<file path="src/include/isa_pkg.sv">
// Package for the I2C slave address match and interrupt block
package isa_pkg;

  // ****************************************************************
  // Register offsets (word index on the register port)
  // ****************************************************************
  localparam int unsigned ADDR_W   = 4;
  localparam logic [3:0]  OFS_IE2  = 4'h0;
  localparam logic [3:0]  OFS_SLA0 = 4'h1;
  localparam logic [3:0]  OFS_SLA3 = 4'h4;
  localparam logic [3:0]  OFS_CTRL = 4'h5;
  localparam logic [3:0]  OFS_FLAG = 4'h6;
  localparam logic [3:0]  OFS_FSET = 4'h7;
  localparam logic [3:0]  OFS_MPTR = 4'h8;

  // ****************************************************************
  // Field positions
  // ****************************************************************
  localparam int unsigned BIT_STOP   = 5;
  localparam int unsigned BIT_ASTART = 4;
  localparam int unsigned BIT_MADDR  = 3;
  localparam int unsigned BIT_AMATCH = 1;
  localparam int unsigned CTL_EN2    = 0;
  localparam int unsigned CTL_ACK    = 3;
  localparam int unsigned CTL_AMIE   = 4;

  // ****************************************************************
  // Reset values and writable masks
  // ****************************************************************
  localparam logic [15:0] RST_IE2   = 16'h0000;
  localparam logic [7:0]  RST_SLA0  = 8'h36;
  localparam logic [7:0]  RST_SLAX  = 8'h00;
  localparam logic [15:0] RST_CTRL  = 16'h0000;
  localparam logic [15:0] RST_FLAG  = 16'h0000;
  localparam logic [7:0]  RST_MPTR  = 8'h00;
  localparam logic [15:0] MSK_IE2   = 16'h0038;
  localparam logic [15:0] MSK_CTRL  = 16'h001F;
  localparam logic [15:0] MSK_FLAG  = 16'h003A;

  // ****************************************************************
  // Counts
  // ****************************************************************
  localparam logic [3:0] BYTE_CLKS  = 4'h8;
  localparam logic [1:0] ASTART_CLKS = 2'h2;

  // Register port request
  typedef struct packed {
    logic                wr;
    logic                rd;
    logic [ADDR_W-1:0]   addr;
    logic [15:0]         wdata;
  } isa_req_t;

  // Bus engine states
  typedef enum logic [2:0] {
    ST_IDLE  = 3'b000,
    ST_ADDR  = 3'b001,
    ST_ACK_A = 3'b010,
    ST_DATA  = 3'b011,
    ST_ACK_D = 3'b100,
    ST_SKIP  = 3'b101
  } isa_state_t;

endpackage

</file>
<file path="src/hw/isa_core.sv">
// I2C slave address comparators, memory address capture and event interrupts
//
// Decided for this implementation: the register addresses and the strobed register port.
`timescale 1ns/1ns
// Notes on behaviour
// - STOP interrupt only while its enable set
// - Interrupt after START plus two clocks
// - Byte after write match becomes memory pointer
// - Compare address, acknowledge with ack_value_bit
// - Address match sets addr_match_flag, interrupts
// - Primary comparator always on, resets 36h
// - Extra comparators need enables, reset zero
// - Bit 0 takes received direction bit
// - STOP flag sticky, software sets or clears
// - Memory address byte sets mem_addr_flag
module isa_core (
  // Clock and reset
  input  wire logic              ref_clk_i,
  input  wire logic              rst_i,
  // Register port
  input  wire isa_pkg::isa_req_t req_i,
  output logic [15:0]            rdata_o,
  // I2C pins, open drain
  input  wire logic              scl_i,
  input  wire logic              sda_i,
  output logic                   sda_o,
  output logic                   sda_oe_o,
  // Interrupt
  output logic                   irq_o
);

  // ****************************************************************
  // Pin synchronisers
  // ****************************************************************
  logic scl_meta, scl_s, scl_d;
  logic sda_meta, sda_s, sda_d;

  // Three flops; the second and third are looked at
  always_ff @(posedge ref_clk_i or posedge rst_i) begin
    if (rst_i) begin
      scl_meta <= 1'b1;
      scl_s    <= 1'b1;
      scl_d    <= 1'b1;
      sda_meta <= 1'b1;
      sda_s    <= 1'b1;
      sda_d    <= 1'b1;
    end else begin
      scl_meta <= scl_i;
      scl_s    <= scl_meta;
      scl_d    <= scl_s;
      sda_meta <= sda_i;
      sda_s    <= sda_meta;
      sda_d    <= sda_s;
    end
  end

  // Bus conditions
  logic scl_rise, scl_fall, start_det, stop_det;
  assign scl_rise  = scl_s & ~scl_d;
  assign scl_fall  = ~scl_s & scl_d;
  assign start_det = scl_s & scl_d & sda_d & ~sda_s;
  assign stop_det  = scl_s & scl_d & ~sda_d & sda_s;

  // ****************************************************************
  // Registers
  // ****************************************************************
  logic [15:0] ie2;
  logic [7:0]  sla [0:3];
  logic [15:0] ctrl;
  logic [15:0] flags;
  logic [7:0]  mem_ptr;

  // Comparator: enabled and bits 7:1 equal
  function automatic logic cmp(input logic en, input logic [7:0] a,
                               input logic [7:0] rx);
    cmp = en & (a[7:1] == rx[7:1]);
  endfunction

  logic       wr_ie2, wr_ctrl, wr_flag, wr_fset;
  assign wr_ie2  = req_i.wr & (req_i.addr == isa_pkg::OFS_IE2);
  assign wr_ctrl = req_i.wr & (req_i.addr == isa_pkg::OFS_CTRL);
  assign wr_flag = req_i.wr & (req_i.addr == isa_pkg::OFS_FLAG);
  assign wr_fset = req_i.wr & (req_i.addr == isa_pkg::OFS_FSET);

  // ****************************************************************
  // Bus engine
  // ****************************************************************
  isa_pkg::isa_state_t state;
  logic [3:0] bit_cnt;
  logic [7:0] shift;
  logic [3:0] match_vec;
  logic       byte_done;
  logic       ev_amatch, ev_maddr, ev_astart;
  logic [1:0] astart_cnt;
  logic       astart_arm;

  always_comb begin
    match_vec[0] = cmp(1'b1, sla[0], shift);
    for (int i = 1; i < 4; i++) begin
      match_vec[i] = cmp(ctrl[isa_pkg::CTL_EN2 + i - 1], sla[i], shift);
    end
  end

  assign byte_done = scl_fall & (bit_cnt == isa_pkg::BYTE_CLKS);
  assign ev_amatch = (state == isa_pkg::ST_ADDR) & byte_done & (|match_vec);
  assign ev_maddr  = (state == isa_pkg::ST_DATA) & byte_done;

  // State, shifter and acknowledge drive
  always_ff @(posedge ref_clk_i or posedge rst_i) begin
    if (rst_i) begin
      state    <= isa_pkg::ST_IDLE;
      bit_cnt  <= 4'h0;
      shift    <= 8'h00;
      sda_oe_o <= 1'b0;
    end else if (stop_det) begin
      state    <= isa_pkg::ST_IDLE;
      sda_oe_o <= 1'b0;
    end else if (start_det) begin
      state    <= isa_pkg::ST_ADDR;
      bit_cnt  <= 4'h0;
      sda_oe_o <= 1'b0;
    end else begin
      unique case (state)
        isa_pkg::ST_ADDR, isa_pkg::ST_DATA: begin
          if (scl_rise && bit_cnt != isa_pkg::BYTE_CLKS) begin
            shift   <= {shift[6:0], sda_s};
            bit_cnt <= bit_cnt + 4'h1;
          end
          if (ev_amatch || ev_maddr) begin
            state    <= ev_amatch ? isa_pkg::ST_ACK_A : isa_pkg::ST_ACK_D;
            sda_oe_o <= ~ctrl[isa_pkg::CTL_ACK];
          end else if (byte_done) begin
            state <= isa_pkg::ST_SKIP;
          end
        end
        isa_pkg::ST_ACK_A: begin
          // write direction goes on to memory address
          if (scl_fall) begin
            sda_oe_o <= 1'b0;
            bit_cnt  <= 4'h0;
            state    <= shift[0] ? isa_pkg::ST_SKIP : isa_pkg::ST_DATA;
          end
        end
        isa_pkg::ST_ACK_D: begin
          // Later data bytes belong to the buffer logic
          if (scl_fall) begin
            sda_oe_o <= 1'b0;
            state    <= isa_pkg::ST_SKIP;
          end
        end
        isa_pkg::ST_IDLE, isa_pkg::ST_SKIP: begin
          sda_oe_o <= 1'b0;
        end
        default: begin
          state    <= isa_pkg::ST_IDLE;
          sda_oe_o <= 1'b0;
        end
      endcase
    end
  end

  // Open drain: only ever pulls low
  assign sda_o = 1'b0;

  always_ff @(posedge ref_clk_i or posedge rst_i) begin
    if (rst_i) begin
      astart_cnt <= 2'h0;
      astart_arm <= 1'b0;
    end else if (start_det) begin
      astart_cnt <= 2'h0;
      astart_arm <= 1'b1;
    end else if (stop_det || ev_astart) begin
      astart_arm <= 1'b0;
    end else if (astart_arm && scl_rise) begin
      astart_cnt <= astart_cnt + 2'h1;
    end
  end
  assign ev_astart = astart_arm & (astart_cnt == isa_pkg::ASTART_CLKS);

  // ****************************************************************
  // Software registers
  // ****************************************************************

  always_ff @(posedge ref_clk_i or posedge rst_i) begin
    if (rst_i) begin
      ie2  <= isa_pkg::RST_IE2;
      ctrl <= isa_pkg::RST_CTRL;
    end else begin
      if (wr_ie2) ie2 <= req_i.wdata & isa_pkg::MSK_IE2;
      if (wr_ctrl) ctrl <= req_i.wdata & isa_pkg::MSK_CTRL;
    end
  end

  // address registers, hardware owns bit 0 on a match
  always_ff @(posedge ref_clk_i or posedge rst_i) begin
    if (rst_i) begin
      sla[0] <= isa_pkg::RST_SLA0;
      for (int i = 1; i < 4; i++) sla[i] <= isa_pkg::RST_SLAX;
    end else begin
      for (int i = 0; i < 4; i++) begin
        if (ev_amatch && match_vec[i]) begin
          sla[i][0] <= shift[0];
        end else if (req_i.wr && req_i.addr == isa_pkg::OFS_SLA0 + 4'(i)) begin
          sla[i] <= req_i.wdata[7:0];
        end
      end
    end
  end

  always_ff @(posedge ref_clk_i or posedge rst_i) begin
    if (rst_i) begin
      mem_ptr <= isa_pkg::RST_MPTR;
    end else if (ev_maddr) begin
      mem_ptr <= shift;
    end
  end

  // ****************************************************************
  // Flags and interrupt
  // ****************************************************************
  logic [15:0] hw_set, next_flags, en_vec;

  // bus events that set their flags
  always_comb begin
    hw_set                      = 16'h0000;
    hw_set[isa_pkg::BIT_STOP]   = stop_det;
    hw_set[isa_pkg::BIT_ASTART] = ev_astart;
    hw_set[isa_pkg::BIT_MADDR]  = ev_maddr;
    hw_set[isa_pkg::BIT_AMATCH] = ev_amatch;
  end

  // set wins over write-one-clear; set port raises flag
  always_comb begin
    next_flags = flags & ~(wr_flag ? req_i.wdata : 16'h0000);
    next_flags = next_flags | (wr_fset ? req_i.wdata : 16'h0000) | hw_set;
    next_flags = next_flags & isa_pkg::MSK_FLAG;
  end

  // flags are sticky until software clears
  always_ff @(posedge ref_clk_i or posedge rst_i) begin
    if (rst_i) begin
      flags <= isa_pkg::RST_FLAG;
    end else begin
      flags <= next_flags;
    end
  end

  // AND each flag with its enable, OR together
  always_comb begin
    en_vec                      = ie2;
    en_vec[isa_pkg::BIT_AMATCH] = ctrl[isa_pkg::CTL_AMIE];
  end
  assign irq_o = |(flags & en_vec);

  // Read data one cycle after the strobe, zero otherwise
  always_ff @(posedge ref_clk_i or posedge rst_i) begin
    if (rst_i) begin
      rdata_o <= 16'h0000;
    end else if (!req_i.rd) begin
      rdata_o <= 16'h0000;
    end else begin
      unique case (req_i.addr)
        isa_pkg::OFS_IE2:  rdata_o <= ie2;
        4'h1, 4'h2, 4'h3, isa_pkg::OFS_SLA3:
          rdata_o <= {8'h00, sla[2'(req_i.addr - isa_pkg::OFS_SLA0)]};
        isa_pkg::OFS_CTRL: rdata_o <= ctrl;
        isa_pkg::OFS_FLAG: rdata_o <= flags;
        isa_pkg::OFS_MPTR: rdata_o <= {8'h00, mem_ptr};
        default:           rdata_o <= 16'h0000;
      endcase
    end
  end

  // ****************************************************************
  // Assertions
  // ****************************************************************
  logic [1:0] rises_since;
  always_ff @(posedge ref_clk_i or posedge rst_i) begin
    if (rst_i) rises_since <= 2'h0;
    else if (start_det) rises_since <= 2'h0;
    else if (scl_rise && rises_since != 2'h3) rises_since <= rises_since + 2'h1;
  end
endmodule // isa_core

</file>
<file path="config.mk">
export PLATFORM = sky130hd
export DESIGN_NAME = isa_core
export DESIGN_NICKNAME = d
export VERILOG_FILES = /design/src/include/isa_pkg.sv /design/src/hw/isa_core.sv
export SDC_FILE = /design/constraint.sdc
export NUM_CORES = 1
export LEC_CHECK = 0
export BUFFER_PORTS_ARGS = -buffer_cell sky130_fd_sc_hd__buf_4
export CORE_MARGIN = 2
export CORE_UTILIZATION = 40
export CTS_BUF_LIST = sky130_fd_sc_hd__clkbuf_8
export DETAILED_ROUTE_END_ITERATION = 10
export PLACE_DENSITY = 0.6
export SYNTH_ARGS = -nofsm -noshare
export SYNTH_HDL_FRONTEND = slang
export SYNTH_SLANG_ARGS = --single-unit
export TNS_END_PERCENT = 5
</file>
<file path="constraint.sdc">
create_clock -name ref_clk_i -period 3.85 [get_ports ref_clk_i]
set_input_delay 1.155 -clock ref_clk_i [delete_from_list [all_inputs] [get_ports ref_clk_i]]
set_output_delay 1.155 -clock ref_clk_i [all_outputs]
set_load 0.005 [all_outputs]
</file>
# ---- Word level (Yosys, flattened, before mapping)
# Cells that the tools add are included.
dict set report totals {
  wordCells 168
  register_bits 93
  out_inout_bits 19
}
dict set report classes {
  bitwise_logic 36
  n_mux 38
  n_addsub 3
  n_eq_ne 29
  n_lt_le_gt_ge 1
  n_reduce_logical 36
}
# cell n
set ops {}
lappend ops {{$pmux W8 S5} 1}
lappend ops {{$eq A7 B7 Y1} 4}
lappend ops {{$mux W3} 8}
lappend ops {{$and A1 B1 Y1} 19}
lappend ops {{$bmux W8 S2} 1}
lappend ops {{$eq A4 B3 Y1 const B} 4}
lappend ops {{$mux W16} 1}
lappend ops {{$mux W8} 2}
lappend ops {{$ne A4 B4 Y1 const B} 4}
lappend ops {{$reduce_or A16 Y1} 1}
lappend ops {{$mux W1} 14}
lappend ops {{$and A6 B6 Y6} 2}
lappend ops {{$mux W4} 3}
lappend ops {{$mux W6} 2}
lappend ops {{$or A6 B6 Y6} 2}
lappend ops {{$pmux W3 S4} 1}
lappend ops {{$reduce_and A2 Y1} 6}
lappend ops {{$reduce_and A4 Y1} 3}
lappend ops {{$reduce_bool A2 Y1} 6}
lappend ops {{$not A1 Y1} 11}
lappend ops {{$logic_and A1 B1 Y1} 10}
lappend ops {{$ne A3 B3 Y1 const B} 3}
lappend ops {{$eq A4 B2 Y1 const B} 2}
lappend ops {{$eq A4 B4 Y1 const B} 2}
lappend ops {{23 further kinds} 31}

# ---- Longest topological paths before layout
dict set report logic_depth {
  ltp_word 10
  depth_mapped 9
  ltp_nobuf 8
}

# ---- Least setup slack after synthesis
# Ideal clock, no wire load.
dict set report synth_timing {
  kind {input to register}
  start {input req_i[16] (netlist name)}
  end {register rdata_o[0]}
  slack_ps 776
  t_required_ps 3720
  setup_time_ps 130
  path_buffers 2
  arrival_time_ps 2944
  path_stages 7
  path_cell_list {clkbuf_1 > inv_1 > ha_1 > buf_1 > mux4_2 > a222oi_1 > nor2b_1}
}
dict set report synth_via {
  elab_chain_cells 7
  word_cells_on_any_way 16
}
# item line
set synth_lines {}
lappend synth_lines {{start, declared} isa_core.sv:21} ;# input wire isa_pkg::isa_req_t req_i,
lappend synth_lines {{$sub A2 B1 Y2} isa_core.sv:265} ;# rdata_o <= {8'h00, sla[2'(req_i.addr - isa_pkg::OFS_SLA0)]};
lappend synth_lines {{$not A2 Y3 (not written as such)} isa_core.sv:265}
lappend synth_lines {{$bmux W8 S2} isa_core.sv:265}
lappend synth_lines {{$mux W8 (not written as such) (2 in series)} isa_core.sv:265}
lappend synth_lines {{$pmux W8 S5 (*)} isa_core.sv:262} ;# unique case (req_i.addr)
lappend synth_lines {{$mux W16 (*)} isa_core.sv:259} ;# end else if (!req_i.rd) begin
lappend synth_lines {{end signal, assigned} isa_core.sv:263} ;# isa_pkg::OFS_IE2: rdata_o <= ie2;
lappend synth_lines {{end signal, assigned} isa_core.sv:265}
lappend synth_lines {{end signal, assigned} isa_core.sv:266} ;# isa_pkg::OFS_CTRL: rdata_o <= ctrl;
lappend synth_lines {{end, declared} isa_core.sv:22} ;# output logic [15:0] rdata_o,
# Every way passes the cells marked *; elsewhere a longest branch is shown, timed or not. The select of a mux whose other input is x is not followed.
# A chain may end at the register's enable or synchronous reset.

# ---- Worst setup path in the final report
dict set report layout_timing {
  start {input req_i[19] (netlist name)}
  end {register sla[20] (netlist name)}
}
dict set report layout_via {
  elab_chain_cells 3
}
# item line
set layout_lines {}
lappend layout_lines {{$eq A4 B2 Y1} isa_core.sv:203} ;# end else if (req_i.wr && req_i.addr == isa_pkg::OFS_SLA0 + 4'(i)) begin
lappend layout_lines {{$logic_and A1 B1 Y1} isa_core.sv:203}
lappend layout_lines {{$reduce_and A2 Y1 (no line)} n/a}
lappend layout_lines {{end signal, assigned by index} isa_core.sv:202} ;# sla[i][0] <= shift[0];
lappend layout_lines {{end signal, assigned by index} isa_core.sv:204} ;# sla[i] <= req_i.wdata[7:0];
lappend layout_lines {{end, declared} isa_core.sv:68} ;# logic [7:0] sla [0:3];
# No other way between the ends.

==> impl_metrics.ini <==
[placed_design]
dp_slack_ns = 0.927
dp_cells = 544
portBuffers = 27
hpwl_mm = 7.26
place.gp.congestion = 0.825
postPlaceCellArea_um2 = 4760

[synth]
synth-compound-area-share_pct = 7.91
synth_async_sr_flop_share_pct = 100
synth_seq_area_share_pct = 47.8
avgSynthCellArea_um2 = 11.4
yosys-top-cells-area = dfrtp_1 42%, mux2_2 8.8%, dfstp_2 5.9%
synth_flop_cell = dfrtp_1
synth.most_common_cell = dfrtp_1
synth_top_family_by_area = multiplexers
synth-simple-area-share_pct = 14.9
synth-xor-area-share_pct = 5.68
synthTopCellsByCount = 75 x dfrtp_1, 43 x nand2_1, 35 x mux2_2, 25 x xnor2_1, 22 x nor2_1
synth_area_um2 = 4470
synthCells = 391
yosysTopAreaCell = dfrtp_1
synth_edf_count = 0
ys_ff_latch = 85
synth_cell_types = 60
muxShareOfSynthArea_pct = 17.5
synthAdderAreaFrac_pct = 1.96
synth.top_cell.area_share_pct = 41.9
synth_warnings = 0

[setup_path]
rr_worst_depth = 7
required_ns = 4.10
r2r_setup_slack_ns = 1.54
reg2reg_from = bit_cnt[0]$_DFFE_PP0P_
path_class = input pin to flop
critPathCaptureType = flop
cp.arrival_ns = 2.80
start_kind = input pin
r2r-end = sla[9]$_DFFE_PP0P_
cp_max_fo = 9

[route]
wl_mm = 9.97
firstDrtPassIters = 4
avgViaCountPerCell = 5.43
vias = 3035
antenna_left = 0
first_iter_violations = 166
route.detailed.drc = 0
wire_per_inst_um = 17.8

[clock_network]
cts_made_buffers = 9
path_clk_slew_ns = 0.08
clock_path_buffers = 2
cts_sinks = 85
postCtsHoldBufs = 0
tritoncts = yes
post_cts_resize_count = 0
cts-root-buf = clkbuf_8
cts-htree-levels = 3
post_cts_buffers = 0
clk-insertion-delay-late_ns = 0.36

[grt]
grt_max_degree = 50
antenna_found_initial = 0
grt-ovfl-total = 0
grt_use_total_pct = 18.4
grt_pass1_vias = 3097
grt_pass1_wl_mm = 16.5

[die]
ios = 45
initial_core_util_pct = 41.1
dieArea_um2 = 12000
die_h_um = 110
num_rows = 38
die_x_um = 110
coreArea_um2 = 10900

[sta]
maxSlewViolCount = 0
finalSetupTns_ns = 0
min_period_ns = 2.55
grt_setup_unrepaired = false
fin_ws_ns = 1.30
max_freq_ghz = 0.392
worst_pin_slew_ns = 0.890
finClkSkew_ns = 0.00455
finalSetupViolCount = 0
post-route-period-util_pct = 66.2
hold_viol = 0
relSlewSlack_pct = 40.3

[pwr]
vdd_ir_drop_max_mv = 0.213
p_seq_share_pct = 48.2
clock_power_share_pct = 27.7
power_switching_mw = 0.874
comb_power_share_pct = 24.1
p_leak_nw = 2.19
p_per_area_nw_per_um2 = 562
p_int_mw = 1.94
finalPower_mw = 2.81
sw_frac_of_total_pct = 31.1

[outcome]
outcome = finished clean

[min_path]
min_path_type = flop to flop
worst_hold_path.endpoint = scl_s$_DFF_PP1_
worstHoldStart = scl_meta$_DFF_PP1_
min_path_cells = 0

[final_layout]
final_net_count = 448
stdcell_count = 559
area_delta_synth_final_pct = 11.9
design_area_um2 = 5010
layout-drive-gt1-share_pct = 28.2
num_antenna_cells = 0

[flow_run]
cap_violations = 0
cells in the final DEF (no fill, tap or decap), types with 2 or more instances in the layout:
cell type  instances
mux2_2            35
or3_1              2
o21ai_0           13
nand2_1           43
nor2b_1           10
mux2_1             6
a21oi_1            9
nand4_1            9
a32oi_1            4
mux2i_1            2
nor2_1            22
dfstp_2           10
dfrtp_1           75
clkbuf_8          11
buf_4             30
mux4_2             8
and2_1             5
inv_1              9
conb_1             9
xnor2_1           25
nor4_1             3
bufinv_16          3
xor2_1             4
and4b_1            2
a221oi_1           3
clkinv_2           2
ha_1               7
o31ai_1            2
and3_1             3
a222oi_1           3
nand3_1            7
a22oi_1            4
nand2b_1           4
mux2_4             8
a221o_1            3
sequential cells by signal, summed over array words and instances (netlist names):
register,cells
sda_s,1
scl_s,1
astart_cnt,2
ctrl,5
scl_meta,1
sda_oe_o,1
ie2,3
mem_ptr,8
state,3
sda_meta,1
sda_d,1
scl_d,1
sla,32
rdata_o,8
flags,4
bit_cnt,4
shift,8
astart_arm,1
power by group through the flow:
stage | combinational [mW] | clock (mW) | sequential [mW]
floorplan | 0.635 | 0 | 1.22
global placement | 0.666 | 0 | 1.36
detailed placement | 0.679 | 0 | 1.37
CTS | 0.686 | 0.794 | 1.35
global route | 0.761 | 0.837 | 1.39
finish | 0.679 | 0.780 | 1.36
cell families (layout without fill, tap and decap cells):
kind of cell,Yosys count,after routing
compound gates,51,51
xor+xnor,29,29
fa+ha+maj,7,7
buf+inv,36,56
flops,85,85
mux,59,59
other cells,1,9
simple gates,123,123
metal layers:
| layer | global-route usage, % | share of wire (%) | vias up |
|---|---|---|---|
| met1 | 24.5 | 47 | 1521 |
| met3 | 3.79 | 4.5 | 16 |
| li1 | - | - | 1423 |
| met2 | 29.1 | 47 | 75 |
| met5 | 0 | 0 | - |
| met4 | 7.87 | 2.3 | 0 |
stage by stage:
stage / util [%] / hold WS [ns]
after floorplan: - / 0.345
after global placement: 43.7 / 0.346
after CTS: 46.0 / 0.364
final: 46.0 / 0.362
after detailed placement: 43.7 / 0.351
after global routing: 46.0 / 0.365
cell type report:
type | count | area, um2
Tap cell | 140 | 175
Inverter | 11 | 42.5
Clock inverter | 4 | 95.1
Clock buffer | 11 | 151
Multi-Input combinational cell | 278 | 2180
Fill cell | 1019 | 5880
Timing Repair Buffer | 30 | 225
Sequential cell | 85 | 2140
critical path, cell delays in order:
cell and delay, ns:
buf_4 0.14, nor2b_1 0.32, nor2b_1 0.22, nand2_1 0.13
nor2_2 0.44, mux2_2 0.39
how the worst max path moves through the flow:
stage	from	to	slack, ns
floorplan	rst_i	astart_arm$_DFFE_PP0P_	0.52
global placement	req_i[16]	rdata_o[0]$_DFF_PP0_	0.93
detailed placement	req_i[16]	rdata_o[0]$_DFF_PP0_	0.93
CTS	req_i[16]	rdata_o[0]$_DFF_PP0_	1.31
global route	req_i[19]	sla[20]$_DFFE_PP0P_	1.17
finish	req_i[19]	sla[20]$_DFFE_PP0P_	1.30
Note: power is estimated with default switching activity, not from simulation.
